**config.mk**
```make
export PLATFORM = sky130hd
export DESIGN_NAME = adc_config_register_bank
export DESIGN_NICKNAME = d
export VERILOG_FILES = /design/src/adc_cfg_pkg.sv /design/src/adc_config_register_bank.sv
export SDC_FILE = /design/constraint.sdc
export NUM_CORES = 1
export LEC_CHECK = 0
export ABC_AREA = 0
export BUFFER_PORTS_ARGS = -buffer_cell sky130_fd_sc_hd__clkbuf_2
export CAP_MARGIN = 20
export CORE_MARGIN = 2
export CORE_UTILIZATION = 50
export CTS_CLUSTER_SIZE = 10
export DETAILED_ROUTE_END_ITERATION = 16
export GPL_TIMING_DRIVEN = 1
export MAX_ROUTING_LAYER = met4
export PLACE_DENSITY_LB_ADDON = 0.15
export SYNTH_ARGS = -nofsm -noshare
export SYNTH_HDL_FRONTEND = slang
export SYNTH_SLANG_ARGS = --single-unit
```
**constraint.sdc**
```tcl
create_clock -name clock -period 2 [get_ports clock]
set_input_delay 0.4 -clock clock [delete_from_list [all_inputs] [get_ports clock]]
set_output_delay 0.4 -clock clock [all_outputs]
set_load 0.05 [all_outputs]
```
**src/adc_cfg_pkg.sv**
```systemverilog
// package: register map, field positions, reset values for the converter configuration bank
package adc_cfg_pkg;
   localparam logic [7:0] CONFIG_MAIN_OFF = 8'h00;
   localparam logic [7:0] INPUT_SELECTOR_OFF = 8'h04;
   localparam logic [7:0] ANALOG_CONTROL_OFF = 8'h08;
   localparam logic [7:0] CUR_ONE_CODE_OFF = 8'h0c;
   localparam logic [7:0] CUR_TWO_CODE_OFF = 8'h10;
   localparam logic [7:0] OFFSET_TRIM_OFF = 8'h14;
   localparam logic [7:0] GPIO_LEVEL_OFF = 8'h18;
   localparam logic [7:0] GPIO_WAY_OFF = 8'h1c;
   localparam int ADDR_W = 8;
   // field positions in config_main
   localparam int SPEED_BIT = 4;
   localparam int VREF_EN_BIT = 3;
   localparam int VREF_LEVEL_BIT = 2;
   localparam int BUF_EN_BIT = 1;
   localparam int BIT_ORDER_BIT = 0;
   localparam int ID_LSB = 5;
   // field positions in analog_control, plus the offset trim sign bit
   localparam int BURNOUT_BIT = 7;
   localparam int RANGE_TWO_LSB = 5;
   localparam int RANGE_ONE_LSB = 3;
   localparam int GAIN_LSB = 0;
   localparam int SIGN_BIT = 7;
   // reset values
   localparam logic [4:0] CONFIG_MAIN_RST = 5'h0e;
   localparam logic [7:0] INPUT_SELECTOR_RST = 8'h01;
   localparam logic [7:0] ANALOG_CONTROL_RST = 8'h00;
   localparam logic [7:0] CUR_CODE_RST = 8'h00;
   localparam logic [7:0] OFFSET_TRIM_RST = 8'h00;
   localparam logic [7:0] GPIO_LEVEL_RST = 8'h00;
   localparam logic [7:0] GPIO_WAY_RST = 8'hff;
   // factory code, value arbitrary
   localparam logic [2:0] FACTORY_CODE = 3'h5;
   // modulator clock dividers
   localparam int MOD_DIV_SLOW = 256;
   localparam int MOD_DIV_FAST = 128;
   localparam logic [1:0] RESP_OKAY = 2'h0;
   localparam logic [1:0] RESP_SLVERR = 2'h2;
endpackage

```
**src/adc_config_register_bank.sv**
```systemverilog
// configuration register bank with AXI4-Lite slave and analog control outputs
// Operation
// - modulator clock divides oscillator by 128 or 256
// - reference powered only while enable bit set
// - level bit picks 1.25V or 2.5V reference
// - input buffer enabled by config bit 1
// - config bit 0 sets output bit order
// - incoming bytes always most significant bit first
// - multi-byte output always most significant byte first
// - top three config bits read fixed factory code
// - burnout sources follow analog control bit 7
// - second current source range, 00 off
// - first current source range, 00 off
// - gain field selects power of two gain
// - first current source code sets output linearly
// - second current source code sets output linearly
// - direction bit 0 output, 1 input
// - all digital pins inputs after power-up
// - level register drives outputs, reads input pins
//
// Register access over AXI4-Lite was chosen for this implementation.
module adc_config_register_bank
   import adc_cfg_pkg::*;
(
   input wire logic clock,
   input wire logic nrst,
   input wire logic [adc_cfg_pkg::ADDR_W-1:0] s_axi_awaddr,
   input wire logic s_axi_awvalid,
   output logic s_axi_awready,
   input wire logic [31:0] s_axi_wdata,
   input wire logic [3:0] s_axi_wstrb,
   input wire logic s_axi_wvalid,
   output logic s_axi_wready,
   output logic [1:0] s_axi_bresp,
   output logic s_axi_bvalid,
   input wire logic s_axi_bready,
   input wire logic [adc_cfg_pkg::ADDR_W-1:0] s_axi_araddr,
   input wire logic s_axi_arvalid,
   output logic s_axi_arready,
   output logic [31:0] s_axi_rdata,
   output logic [1:0] s_axi_rresp,
   output logic s_axi_rvalid,
   input wire logic s_axi_rready,
   output logic modClockEn,
   output logic vrefEnable,
   output logic internalVrefLevel,
   output logic bufferEnable,
   output logic lsbFirstOut,
   output logic [3:0] positiveInputPick,
   output logic [3:0] negativeInputPick,
   output logic positiveIsCommon,
   output logic negativeIsCommon,
   output logic positiveIsTemp,
   output logic negativeIsTemp,
   output logic burnoutSourceOn,
   output logic [1:0] currentSourceOneRange,
   output logic [1:0] currentSourceTwoRange,
   output logic [7:0] currentSourceOneCode,
   output logic [7:0] currentSourceTwoCode,
   output logic [2:0] gainSelect,
   output logic [7:0] gainFactor,
   output logic offsetNegative,
   output logic [6:0] offsetMagnitude,
   input wire logic [7:0] gpioIn,
   output logic [7:0] gpioOut,
   output logic [7:0] gpioOe
);
   import adc_cfg_pkg::*;

   logic [4:0] configMain_q;
   logic [7:0] inputSelector_q;
   logic [7:0] analogControl_q;
   logic [7:0] curOneCode_q;
   logic [7:0] curTwoCode_q;
   logic [7:0] offsetTrim_q;
   logic [7:0] gpioLevel_q;
   logic [7:0] gpioWay_q;
   logic [7:0] gpioSync1_q;
   logic [7:0] gpioSync2_q;
   logic [7:0] modCount_q;
   logic modEn_q;

   // write channel holding
   logic awHeld_q;
   logic wHeld_q;
   logic [ADDR_W-1:0] awAddr_q;
   logic [7:0] wByte_q;
   logic wLane_q;
   logic bValid_q;
   logic [1:0] bResp_q;
   logic rValid_q;
   logic [31:0] rData_q;
   logic [1:0] rResp_q;

   wire awTake = s_axi_awvalid && s_axi_awready;
   wire wTake = s_axi_wvalid && s_axi_wready;
   wire arTake = s_axi_arvalid && s_axi_arready;
   wire haveAw = awHeld_q || awTake;
   wire haveW = wHeld_q || wTake;
   wire doWrite = haveAw && haveW && !bValid_q;
   wire [ADDR_W-1:0] wrAddr = awHeld_q ? awAddr_q : s_axi_awaddr;
   wire [7:0] wrByte = wHeld_q ? wByte_q : s_axi_wdata[7:0];
   wire wrLane = wHeld_q ? wLane_q : s_axi_wstrb[0];
   // write address hits
   wire wrHitCfg = (wrAddr == CONFIG_MAIN_OFF);
   wire wrHitSel = (wrAddr == INPUT_SELECTOR_OFF);
   wire wrHitAna = (wrAddr == ANALOG_CONTROL_OFF);
   wire wrHitOne = (wrAddr == CUR_ONE_CODE_OFF);
   wire wrHitTwo = (wrAddr == CUR_TWO_CODE_OFF);
   wire wrHitOff = (wrAddr == OFFSET_TRIM_OFF);
   wire wrHitLvl = (wrAddr == GPIO_LEVEL_OFF);
   wire wrHitWay = (wrAddr == GPIO_WAY_OFF);
   wire wrMapped = |{wrHitCfg, wrHitSel, wrHitAna, wrHitOne, wrHitTwo, wrHitOff, wrHitLvl, wrHitWay};
   wire wrEn = doWrite && wrMapped && wrLane;

   // per-register write strobes
   wire wrCfg = wrEn && wrHitCfg;
   wire wrSel = wrEn && wrHitSel;
   wire wrAna = wrEn && wrHitAna;
   wire wrOne = wrEn && wrHitOne;
   wire wrTwo = wrEn && wrHitTwo;
   wire wrOff = wrEn && wrHitOff;
   wire wrLvl = wrEn && wrHitLvl;
   wire wrWay = wrEn && wrHitWay;

   assign s_axi_awready = !awHeld_q && !bValid_q;
   assign s_axi_wready = !wHeld_q && !bValid_q;
   assign s_axi_bvalid = bValid_q;
   assign s_axi_bresp = bResp_q;
   assign s_axi_arready = !rValid_q;
   assign s_axi_rvalid = rValid_q;
   assign s_axi_rdata = rData_q;
   assign s_axi_rresp = rResp_q;

   always_ff @(posedge clock or negedge nrst) begin
      if (!nrst) begin
         awHeld_q <= 1'b0;
         wHeld_q <= 1'b0;
         awAddr_q <= '0;
         wByte_q <= 8'h00;
         wLane_q <= 1'b0;
      end else begin
         if (awTake && !doWrite) begin
            awHeld_q <= 1'b1;
            awAddr_q <= s_axi_awaddr;
         end else if (doWrite) begin
            awHeld_q <= 1'b0;
         end
         if (wTake && !doWrite) begin
            wHeld_q <= 1'b1;
            wByte_q <= s_axi_wdata[7:0];
            wLane_q <= s_axi_wstrb[0];
         end else if (doWrite) begin
            wHeld_q <= 1'b0;
         end
      end
   end

   always_ff @(posedge clock or negedge nrst) begin
      if (!nrst) begin
         bValid_q <= 1'b0;
         bResp_q <= RESP_OKAY;
      end else if (doWrite) begin
         bValid_q <= 1'b1;
         bResp_q <= wrMapped ? RESP_OKAY : RESP_SLVERR;
      end else if (s_axi_bready) begin
         bValid_q <= 1'b0;
      end
   end

   // register storage; factory bits are not stored
   always_ff @(posedge clock or negedge nrst) begin
      if (!nrst) begin
         configMain_q <= CONFIG_MAIN_RST;
      end else if (wrCfg) begin
         configMain_q <= wrByte[4:0];
      end
   end

   always_ff @(posedge clock or negedge nrst) begin
      if (!nrst) begin
         inputSelector_q <= INPUT_SELECTOR_RST;
      end else if (wrSel) begin
         inputSelector_q <= wrByte;
      end
   end

   always_ff @(posedge clock or negedge nrst) begin
      if (!nrst) begin
         analogControl_q <= ANALOG_CONTROL_RST;
      end else if (wrAna) begin
         analogControl_q <= wrByte;
      end
   end

   always_ff @(posedge clock or negedge nrst) begin
      if (!nrst) begin
         curOneCode_q <= CUR_CODE_RST;
      end else if (wrOne) begin
         curOneCode_q <= wrByte;
      end
   end

   always_ff @(posedge clock or negedge nrst) begin
      if (!nrst) begin
         curTwoCode_q <= CUR_CODE_RST;
      end else if (wrTwo) begin
         curTwoCode_q <= wrByte;
      end
   end

   always_ff @(posedge clock or negedge nrst) begin
      if (!nrst) begin
         offsetTrim_q <= OFFSET_TRIM_RST;
      end else if (wrOff) begin
         offsetTrim_q <= wrByte;
      end
   end

   always_ff @(posedge clock or negedge nrst) begin
      if (!nrst) begin
         gpioLevel_q <= GPIO_LEVEL_RST;
      end else if (wrLvl) begin
         gpioLevel_q <= wrByte;
      end
   end

   always_ff @(posedge clock or negedge nrst) begin
      if (!nrst) begin
         gpioWay_q <= GPIO_WAY_RST;
      end else if (wrWay) begin
         gpioWay_q <= wrByte;
      end
   end

   // pin inputs through two flops
   always_ff @(posedge clock or negedge nrst) begin
      if (!nrst) begin
         gpioSync1_q <= 8'h00;
         gpioSync2_q <= 8'h00;
      end else begin
         gpioSync1_q <= gpioIn;
         gpioSync2_q <= gpioSync1_q;
      end
   end

   // per pin: output level from register, input level from pin
   logic [7:0] gpioReadBack;
   genvar gi;
   generate
      for (gi = 0; gi < 8; gi++) begin : gpioBit
         assign gpioReadBack[gi] = gpioWay_q[gi] ? gpioSync2_q[gi] : gpioLevel_q[gi];
         assign gpioOe[gi] = !gpioWay_q[gi];
      end
   endgenerate
   assign gpioOut = gpioLevel_q;

   // read decode
   wire rdHitCfg = (s_axi_araddr == CONFIG_MAIN_OFF);
   wire rdHitSel = (s_axi_araddr == INPUT_SELECTOR_OFF);
   wire rdHitAna = (s_axi_araddr == ANALOG_CONTROL_OFF);
   wire rdHitOne = (s_axi_araddr == CUR_ONE_CODE_OFF);
   wire rdHitTwo = (s_axi_araddr == CUR_TWO_CODE_OFF);
   wire rdHitOff = (s_axi_araddr == OFFSET_TRIM_OFF);
   wire rdHitLvl = (s_axi_araddr == GPIO_LEVEL_OFF);
   wire rdHitWay = (s_axi_araddr == GPIO_WAY_OFF);

   wire rdMapped = |{rdHitCfg, rdHitSel, rdHitAna, rdHitOne, rdHitTwo, rdHitOff, rdHitLvl, rdHitWay};
   logic [7:0] rdByte;
   always_comb begin
      rdByte = 8'h00;
      unique case (s_axi_araddr)
         CONFIG_MAIN_OFF: rdByte = {FACTORY_CODE, configMain_q};
         INPUT_SELECTOR_OFF: rdByte = inputSelector_q;
         ANALOG_CONTROL_OFF: rdByte = analogControl_q;
         CUR_ONE_CODE_OFF: rdByte = curOneCode_q;
         CUR_TWO_CODE_OFF: rdByte = curTwoCode_q;
         OFFSET_TRIM_OFF: rdByte = offsetTrim_q;
         GPIO_LEVEL_OFF: rdByte = gpioReadBack;
         GPIO_WAY_OFF: rdByte = gpioWay_q;
         default: rdByte = 8'h00;
      endcase
   end

   always_ff @(posedge clock or negedge nrst) begin
      if (!nrst) begin
         rValid_q <= 1'b0;
         rData_q <= 32'h0;
         rResp_q <= RESP_OKAY;
      end else if (arTake) begin
         rValid_q <= 1'b1;
         rData_q <= {24'h0, rdByte};
         rResp_q <= rdMapped ? RESP_OKAY : RESP_SLVERR;
      end else if (s_axi_rready) begin
         rValid_q <= 1'b0;
      end
   end

   // modulator clock enable from the oscillator clock
   wire speedSlow = configMain_q[SPEED_BIT];
   wire [7:0] modLast = speedSlow ? 8'(MOD_DIV_SLOW - 1) : 8'(MOD_DIV_FAST - 1);
   wire modWrap = (modCount_q >= modLast);
   always_ff @(posedge clock or negedge nrst) begin
      if (!nrst) begin
         modCount_q <= 8'h00;
         modEn_q <= 1'b0;
      end else begin
         modEn_q <= modWrap;
         modCount_q <= modWrap ? 8'h00 : modCount_q + 8'h01;
      end
   end
   assign modClockEn = modEn_q;

   assign vrefEnable = configMain_q[VREF_EN_BIT];
   assign internalVrefLevel = configMain_q[VREF_LEVEL_BIT];
   assign bufferEnable = configMain_q[BUF_EN_BIT];
   // affects only serial output bit order within a byte; input and byte order fixed
   // serial side keeps input msb first and bytes msb first
   assign lsbFirstOut = configMain_q[BIT_ORDER_BIT];

   assign positiveInputPick = inputSelector_q[7:4];
   assign negativeInputPick = inputSelector_q[3:0];
   assign positiveIsTemp = &inputSelector_q[7:4];
   assign negativeIsTemp = &inputSelector_q[3:0];
   assign positiveIsCommon = inputSelector_q[7] && !positiveIsTemp;
   assign negativeIsCommon = inputSelector_q[3] && !negativeIsTemp;

   assign burnoutSourceOn = analogControl_q[BURNOUT_BIT];
   assign currentSourceTwoRange = analogControl_q[RANGE_TWO_LSB +: 2];
   assign currentSourceOneRange = analogControl_q[RANGE_ONE_LSB +: 2];
   assign gainSelect = analogControl_q[GAIN_LSB +: 3];
   assign gainFactor = 8'h01 << gainSelect;

   // code reaches the dac only while its range is not off
   assign currentSourceOneCode = (currentSourceOneRange == 2'h0) ? 8'h00 : curOneCode_q;
   assign currentSourceTwoCode = (currentSourceTwoRange == 2'h0) ? 8'h00 : curTwoCode_q;

   assign offsetNegative = offsetTrim_q[SIGN_BIT];
   assign offsetMagnitude = offsetTrim_q[6:0];
endmodule // adc_config_register_bank

```
==> metrics.csv, run 1 <==
metric;value;unit
All-Layer GR Usage;25.5;%
worst skew pair latency;520;ps
Worst Clk Skew;4.22;ps
Post-Synth Simple-Gate Area;12.9;%
synthesis-to-finish area growth;33.5;%
Hold Path Class;in2reg;
first-pass GRT wire length;21800;um
Critical Path, Cell by Cell;mux2i_1 -> and2b_2 -> nand4b_4 -> nor2_4 -> buf_12 -> mux2_2;
critical path required time;2400;ps
drc violations;0;
Synth area leader;dfrtp_1;
top post-synthesis cells by area;dfrtp_1 (47%), mux2_2 (16%), dfstp_2 (5.6%);
CTS max path bufs;2;
mux cell area share after synthesis;19.8;%
post-synthesis xor/xnor area fraction;0.937;%
Max Clk Rate;510;MHz
Crit. End Element;flop;
most numerous cell in the Yosys netlist;dfrtp_1;
Vias/cell;5.33;
PortBufs;127;
Starting Density;51.5;%
TritonCTS clock tree;done;
Max FO, Critical Path;8;
CP max stage delay;440;ps
worst setup path category;reg2reg;
# diodes;0;
Clock Pin Slew Worst Setup and Hold Paths;60;ps
combinational family with the most area after synthesis;multiplexers;
CP top delay family;simple AND/OR/NAND/NOR gates;
I/O pin count;181;
adder-cell share of the synthesized area;0.446;%
slew at the pin with the worst max-slew slack;527;ps
RSZ-0062 raised after global routing;true;
post-synth cell types;59;
most common flop cell mapped by yosys;dfrtp_1;
Synth top area share;46.8;%
Post-synth top cells;dfrtp_1 (105), mux2_2 (81), nor2_1 (27), buf_4 (26), nand2_1 (21);
drt first pass iters;5;
fin cells;788;
Die ar.;0.0121;mm^2
H-tree depth;4;
Mean Syn Cell Area;12.1;um^2
share of layout cells above drive strength 1;49.7;%
Post-synth EDFFs;0;
Detailed Route WL;14200;um
reg2reg setup slack;40;ps
Yosys reg bits;117;
Rel. slew slack;64.7;%
drt wl/cell;18.1;um
Fill cells;819;
total global routing overflow;0;
PwrDens;1050;mW/mm^2
Core Rows;38;
Setup violations, final;0;
Final Hold Fails;0;
Data arrival, critical path;2360;ps
Routability Congestion;0.920;
sequential-to-total area share from yosys stat;52.5;%
Clk Tree Root Cell;clkbuf_8;
Final period util;98.0;%
CP bufs+invs;1;
DPL Wire Length;10200;um
max-cap viol count;0;
Routed Antenna Nets;0;
1st-iter DRT viols;230;
Pleak;0.00361;uW
startpoint types;flop;
die width;110;um
placed cells;744;
CORE AREA;0.0109;mm^2
YS warnings;0;
Num CTS Buffers;17;
Die Ht;110;um
Final Max Tran Viols;0;
initial antenna violation count;0;
largest net degree at the start of global routing;35;
crit path max-delay cell type;dfrtp_2;
Vias;4203;
Async SR Flop Fraction;100;%
Max VDD drop;0.000692;V
status;completed;
setup TNS;0;ps
Nets;704;
Synth Area in Compound Gates;7.58;%
Post-Syn Area;0.00561;mm^2
clock sink count;117;
fin crit period;1960;ps
synthesized netlist cell count;462;
vias in the first global route;4194;
[kinds of logic after synthesis]
group,after synthesis
adders and majority gates,2
muxes,100
other,1
AOI/OAI and AO/OA,60
buffers and inverters,57
and+or+nand+nor,119
DFF,117
xor gates and xnor gates,6
[per-stage QoR]
| step | setup WS (ps) | power (uW) | util, % | area (um^2) | hold slack, ps |
|---|---|---|---|---|---|
| after detailed placement | -28.0 | 4630 | 60.8 | 6620 | 335 |
| after global placement | 38.6 | 4570 | 60.8 | 6620 | 333 |
| final | 40.8 | 7880 | 68.8 | 7490 | 54.9 |
| after floorplan | -153 | 4150 | - | 5740 | 104 |
| after CTS | 0.548 | 7930 | 68.3 | 7440 | 36.7 |
| after global routing | -19.3 | 8220 | 68.8 | 7490 | 33.0 |
[layout make-up]
class                           instances  area, um^2  area share, %
Timing Repair Buffer                  169        1150           15.4
Clock inverter                         15         231           3.09
Multi-Input combinational cell        313        2500           33.4
Sequential cell                       117        2950           39.4
Clock buffer                           17         414           5.53
Inverter                               17        63.8          0.852
Tap cell                              140         175           2.34
[metal layers]
layer / up-vias / global-route usage (%) / share of wire, %
met1: 2073 / 31.6 / 42
met2: 164 / 40.4 / 50
met4: 0 / 9.49 / 1.7
met5: - / - / 0
met3: 19 / 6.28 / 5.8
li1: 1947 / - / -
[state kept, by name, summed over array words and instances, names as in the netlist, 5 cells and up]
| register | cells |
|---|---|
| gpioOut | 8 |
| awAddr_q | 8 |
| analogControl_q | 8 |
| modCount_q | 8 |
| inputSelector_q | 8 |
| configMain_q | 5 |
| gpioWay_q | 8 |
| gpioSync1_q | 8 |
| curOneCode_q | 8 |
| gpioSync2_q | 8 |
| curTwoCode_q | 8 |
| s_axi_rdata | 8 |
| wByte_q | 8 |
| offsetTrim_q | 8 |
[cell usage in the layout, fill, tap and decap left out, drive strengths merged, types with 4 or more instances in the layout]
| master | n |
|---|---|
| o21ai | 10 |
| a221oi | 8 |
| bufinv | 5 |
| clkinv | 5 |
| clkbuf | 129 |
| nand2 | 21 |
| mux2i | 13 |
| dfrtp | 105 |
| inv | 17 |
| mux2 | 87 |
| dlygate4sd3 | 9 |
| a22o | 4 |
| nor3 | 8 |
| conb | 26 |
| xor2 | 4 |
| a21oi | 12 |
| buf | 48 |
| nor2 | 35 |
| o211ai | 4 |
| nor3b | 6 |
| dfstp | 12 |
| nand3 | 7 |
| nor2b | 19 |
| nand2b | 4 |
| clkinvlp | 5 |
[where the power goes]
group / internal (uW) / switching, uW / leakage (uW) / total (uW)
Combinational: 646 / 1110 / 0.00183 / 1750
Sequential: 2660 / 213 / 0.00148 / 2870
Clock: 2150 / 1100 / 0.000296 / 3260
[timing repair]
item,CTS,global route
endpoints found under the setup margin,57,68
gates cloned,0,0
setup buffers,2,1
hold endpoints to repair,35,0
hold buffers,9,0
pin swaps,2,2
resized for setup,21,38
[path summary, 6_finish.rpt]
path,cells after the start,end,startpoint
worst min register to register,0,gpioSync2_q[3]$_DFF_PN0_,gpioSync1_q[3]$_DFF_PN0_
worst min-delay path,2,s_axi_bvalid$_DFFE_PN0P_,s_axi_bready
worst max-delay path,6,gpioOut[0]$_DFFE_PN0P_,awHeld_q$_DFFE_PN0P_
worst max register to register,6,gpioOut[0]$_DFFE_PN0P_,awHeld_q$_DFFE_PN0P_
min in group asynchronous,2,gpioSync1_q[6]$_DFF_PN0_,nrst
max in group asynchronous,3,gpioWay_q[1]$_DFFE_PN1P_,nrst
Power figures use the tool's default switching activity.
==> inputs of run 2 (changes only) <==
Settings changed: CORE_MARGIN 2 to default.
Clock period 2 ns to 2.4 ns, I/O delays scaled along.
==> run 2 against run 1 <==
Cell area fell by 8.2%. Total power decreased by 25%. Die area down 3.6%. Hold slack improved by 19 ps. Clock power down 34%. Sequential power decreased by 16%. Worst setup slack gained 170 ps. Critical path depth decreased by 1. Global-route usage is 0.66 points lower. Via count shrank 3.7%. Critical path type unchanged.
==> metrics.csv, run 2 (synthesis results as in run 1) <==
metric;value;unit;change
Data arrival, critical path;2570;ps;was 2360 ps
most frequent cells in the layout;clkbuf_2 (126), dfrtp_1 (105), mux2_2 (81);;was clkbuf_2 (105), dfrtp_1 (98), mux2_2 (81)
RSZ-0062 raised after global routing;false;;was true
Hold Crit Start;gpioIn[3];;was s_axi_bready
Setup violations, final;0;;unchanged
vias in the first global route;3997;;was 4194
drt first pass iters;4;;was 5
final setup margin;213;ps;was 40.8 ps
hold path depth;1;;was 2
hold slack;73.7;ps;was 54.9 ps
post-layout util;63.1;%;was 68.8%
DPL Wire Length;9640;um;was 10200 um
drc violations;0;;unchanged
Worst Clk Skew;11.7;ps;was 4.22 ps
Nets;674;;was 704
largest net degree at the start of global routing;68;;was 35
clock sink count;117;;unchanged
total global routing overflow;0;;unchanged
placed cells;725;;was 744
Final Cell Area;0.00687;mm^2;was 0.00749 mm^2
CORE AREA;0.0109;mm^2;unchanged
Final Max Tran Viols;0;;unchanged
Die ar.;0.0116;mm^2;was 0.0121 mm^2
Placed Area;0.00635;mm^2;was 0.00662 mm^2
# diodes;0;;unchanged
setup bufs post-CTS;0;;was 2
critical path required time;2790;ps;was 2400 ps
synthesis-to-finish area growth;22.5;%;was 33.5%
Hold Path Class;in2reg;;unchanged
H-tree depth;4;;unchanged
Clk Tree Root Cell;clkbuf_8;;unchanged
status;completed;;unchanged
Num CTS Buffers;17;;unchanged
Max VDD drop;0.000544;V;was 0.000692 V
Clock Pin Slew Worst Setup and Hold Paths;60;ps;about the same
Worst R2R End;gpioOut[5]$_DFFE_PN0P_;;was gpioOut[0]$_DFFE_PN0P_
Crit. End Element;flop;;unchanged
PwrDens;858;mW/mm^2;was 1050 mW/mm^2
CTS max path bufs;2;;unchanged
initial antenna violation count;0;;unchanged
Pleak;0.00337;uW;was 0.00361 uW
max-cap viol count;0;;unchanged
Final Hold Fails;0;;unchanged
Routability Congestion;0.905;;was 0.920
Detailed Route WL;13100;um;was 14200 um
Die Ht;108;um;was 110 um
Max Clk Rate;457;MHz;was 510 MHz
worst setup path category;reg2reg;;unchanged
commonest non-fill, non-tap cell in the layout;clkbuf_2;;unchanged
PortBufs;127;;unchanged
pre-CTS setup slack;204;ps;was -28.0 ps
worst skew pair latency;510;ps;was 520 ps
1st-iter DRT viols;189;;was 230
first-pass GRT wire length;20700;um;was 21800 um
drt wl/cell;17.3;um;was 18.1 um
reg2reg setup slack;210;ps;was 40 ps
Core Rows;38;;unchanged
die width;108;um;was 110 um
startpoint types;flop;;unchanged
Final period util;91.1;%;was 98.0%
Vias/cell;5.34;;was 5.33
slew at the pin with the worst max-slew slack;690;ps;was 527 ps
Vias;4046;;was 4203
I/O pin count;181;;unchanged
fin crit period;2190;ps;was 1960 ps
All-Layer GR Usage;24.8;%;was 25.5%
TritonCTS clock tree;done;;unchanged
Starting Density;51.5;%;unchanged
RR Startpoint;awHeld_q$_DFFE_PN0P_;;unchanged
Max FO, Critical Path;11;;was 8
sink of the worst hold path;gpioSync1_q[3]$_DFF_PN0_;;was s_axi_bvalid$_DFFE_PN0P_
fin cells;757;;was 788
share of layout cells above drive strength 1;45.1;%;was 49.7%
Routed Antenna Nets;0;;unchanged
Rel. slew slack;53.8;%;was 64.7%
worst r2r path cells;5;;was 6
==> run 2: changes by cell type in the layout (fill, tap and decap cells not counted), moves of 3 or more <==
cell	previous run	this run
buf_12	9	1
buf_4	35	11
bufinv_16	5	0
clkbuf_2	105	126
clkbuf_4	6	0
clkinv_2	0	6
clkinv_4	5	1
dfrtp_1	98	105
dfrtp_2	7	0
dlygate4sd3_1	9	1
nor2b_1	16	19
nor2b_2	3	0
nor3b_1	2	5
==> run 2: critical path, stage by stage (launching register included) <==
cell and delay [ps]:
dfrtp_1 560, mux2i_1 270, and2b_1 250, nand4b_4 210, nor2_4 370, mux2_2 390
==> run 2: per-stage QoR <==
stage	setup TNS, ps	total power (uW)
final	0	5890
after floorplan	-501	3450
after global placement	0	3730
after detailed placement	0	3780
after CTS	0	5940
after global routing	0	6170
==> run 2: worst max path at each step <==
stage / slack [ps] / startpoint / depth (start not counted) / end
floorplan: -170 / analogControl_q[2]$_DFFE_PN0P_ / 2 / gainFactor[4]
global placement: 270 / awHeld_q$_DFFE_PN0P_ / 5 / gpioOut[3]$_DFFE_PN0P_
detailed placement: 200 / awHeld_q$_DFFE_PN0P_ / 5 / gpioOut[5]$_DFFE_PN0P_
CTS: 40 / analogControl_q[4]$_DFFE_PN0P_ / 3 / currentSourceOneCode[3]
global route: 70 / awHeld_q$_DFFE_PN0P_ / 5 / gpioOut[5]$_DFFE_PN0P_
finish: 210 / awHeld_q$_DFFE_PN0P_ / 5 / gpioOut[5]$_DFFE_PN0P_
==> run 2: cell type report <==
| type | count | area, um^2 |
|---|---|---|
| clock inverter | 10 | 61.3 |
| tap | 140 | 175 |
| fill | 916 | 4020 |
| timing repair buffer | 139 | 743 |
| clock buffer | 21 | 449 |
| inverter | 17 | 63.8 |
| sequential | 117 | 2940 |
| multi-input combinational | 313 | 2440 |
==> run 2: report_power, final <==
group / switching (uW) / internal, uW
registers: 193 / 2210
clock network: 849 / 1300
logic: 866 / 471
total: 1910 / 3990
==> run 2: timing repair <==
item / 4_1_cts / 5_1_grt
hold endpoints to repair: 20 / 0
hold buffers: 1 / 0
gates resized for setup: 0 / 1
endpoints found under the setup margin: 0 / 8
==> run 2: routing by layer <==
layer | track usage [%] | up-vias | routed length [um]
li1 | - | 1888 | -
met1 | 31.3 | 2023 | 5770
met2 | 40.4 | 121 | 6610
met3 | 5.21 | 14 | 569
met4 | 7.05 | 0 | 127
met5 | - | - | 0
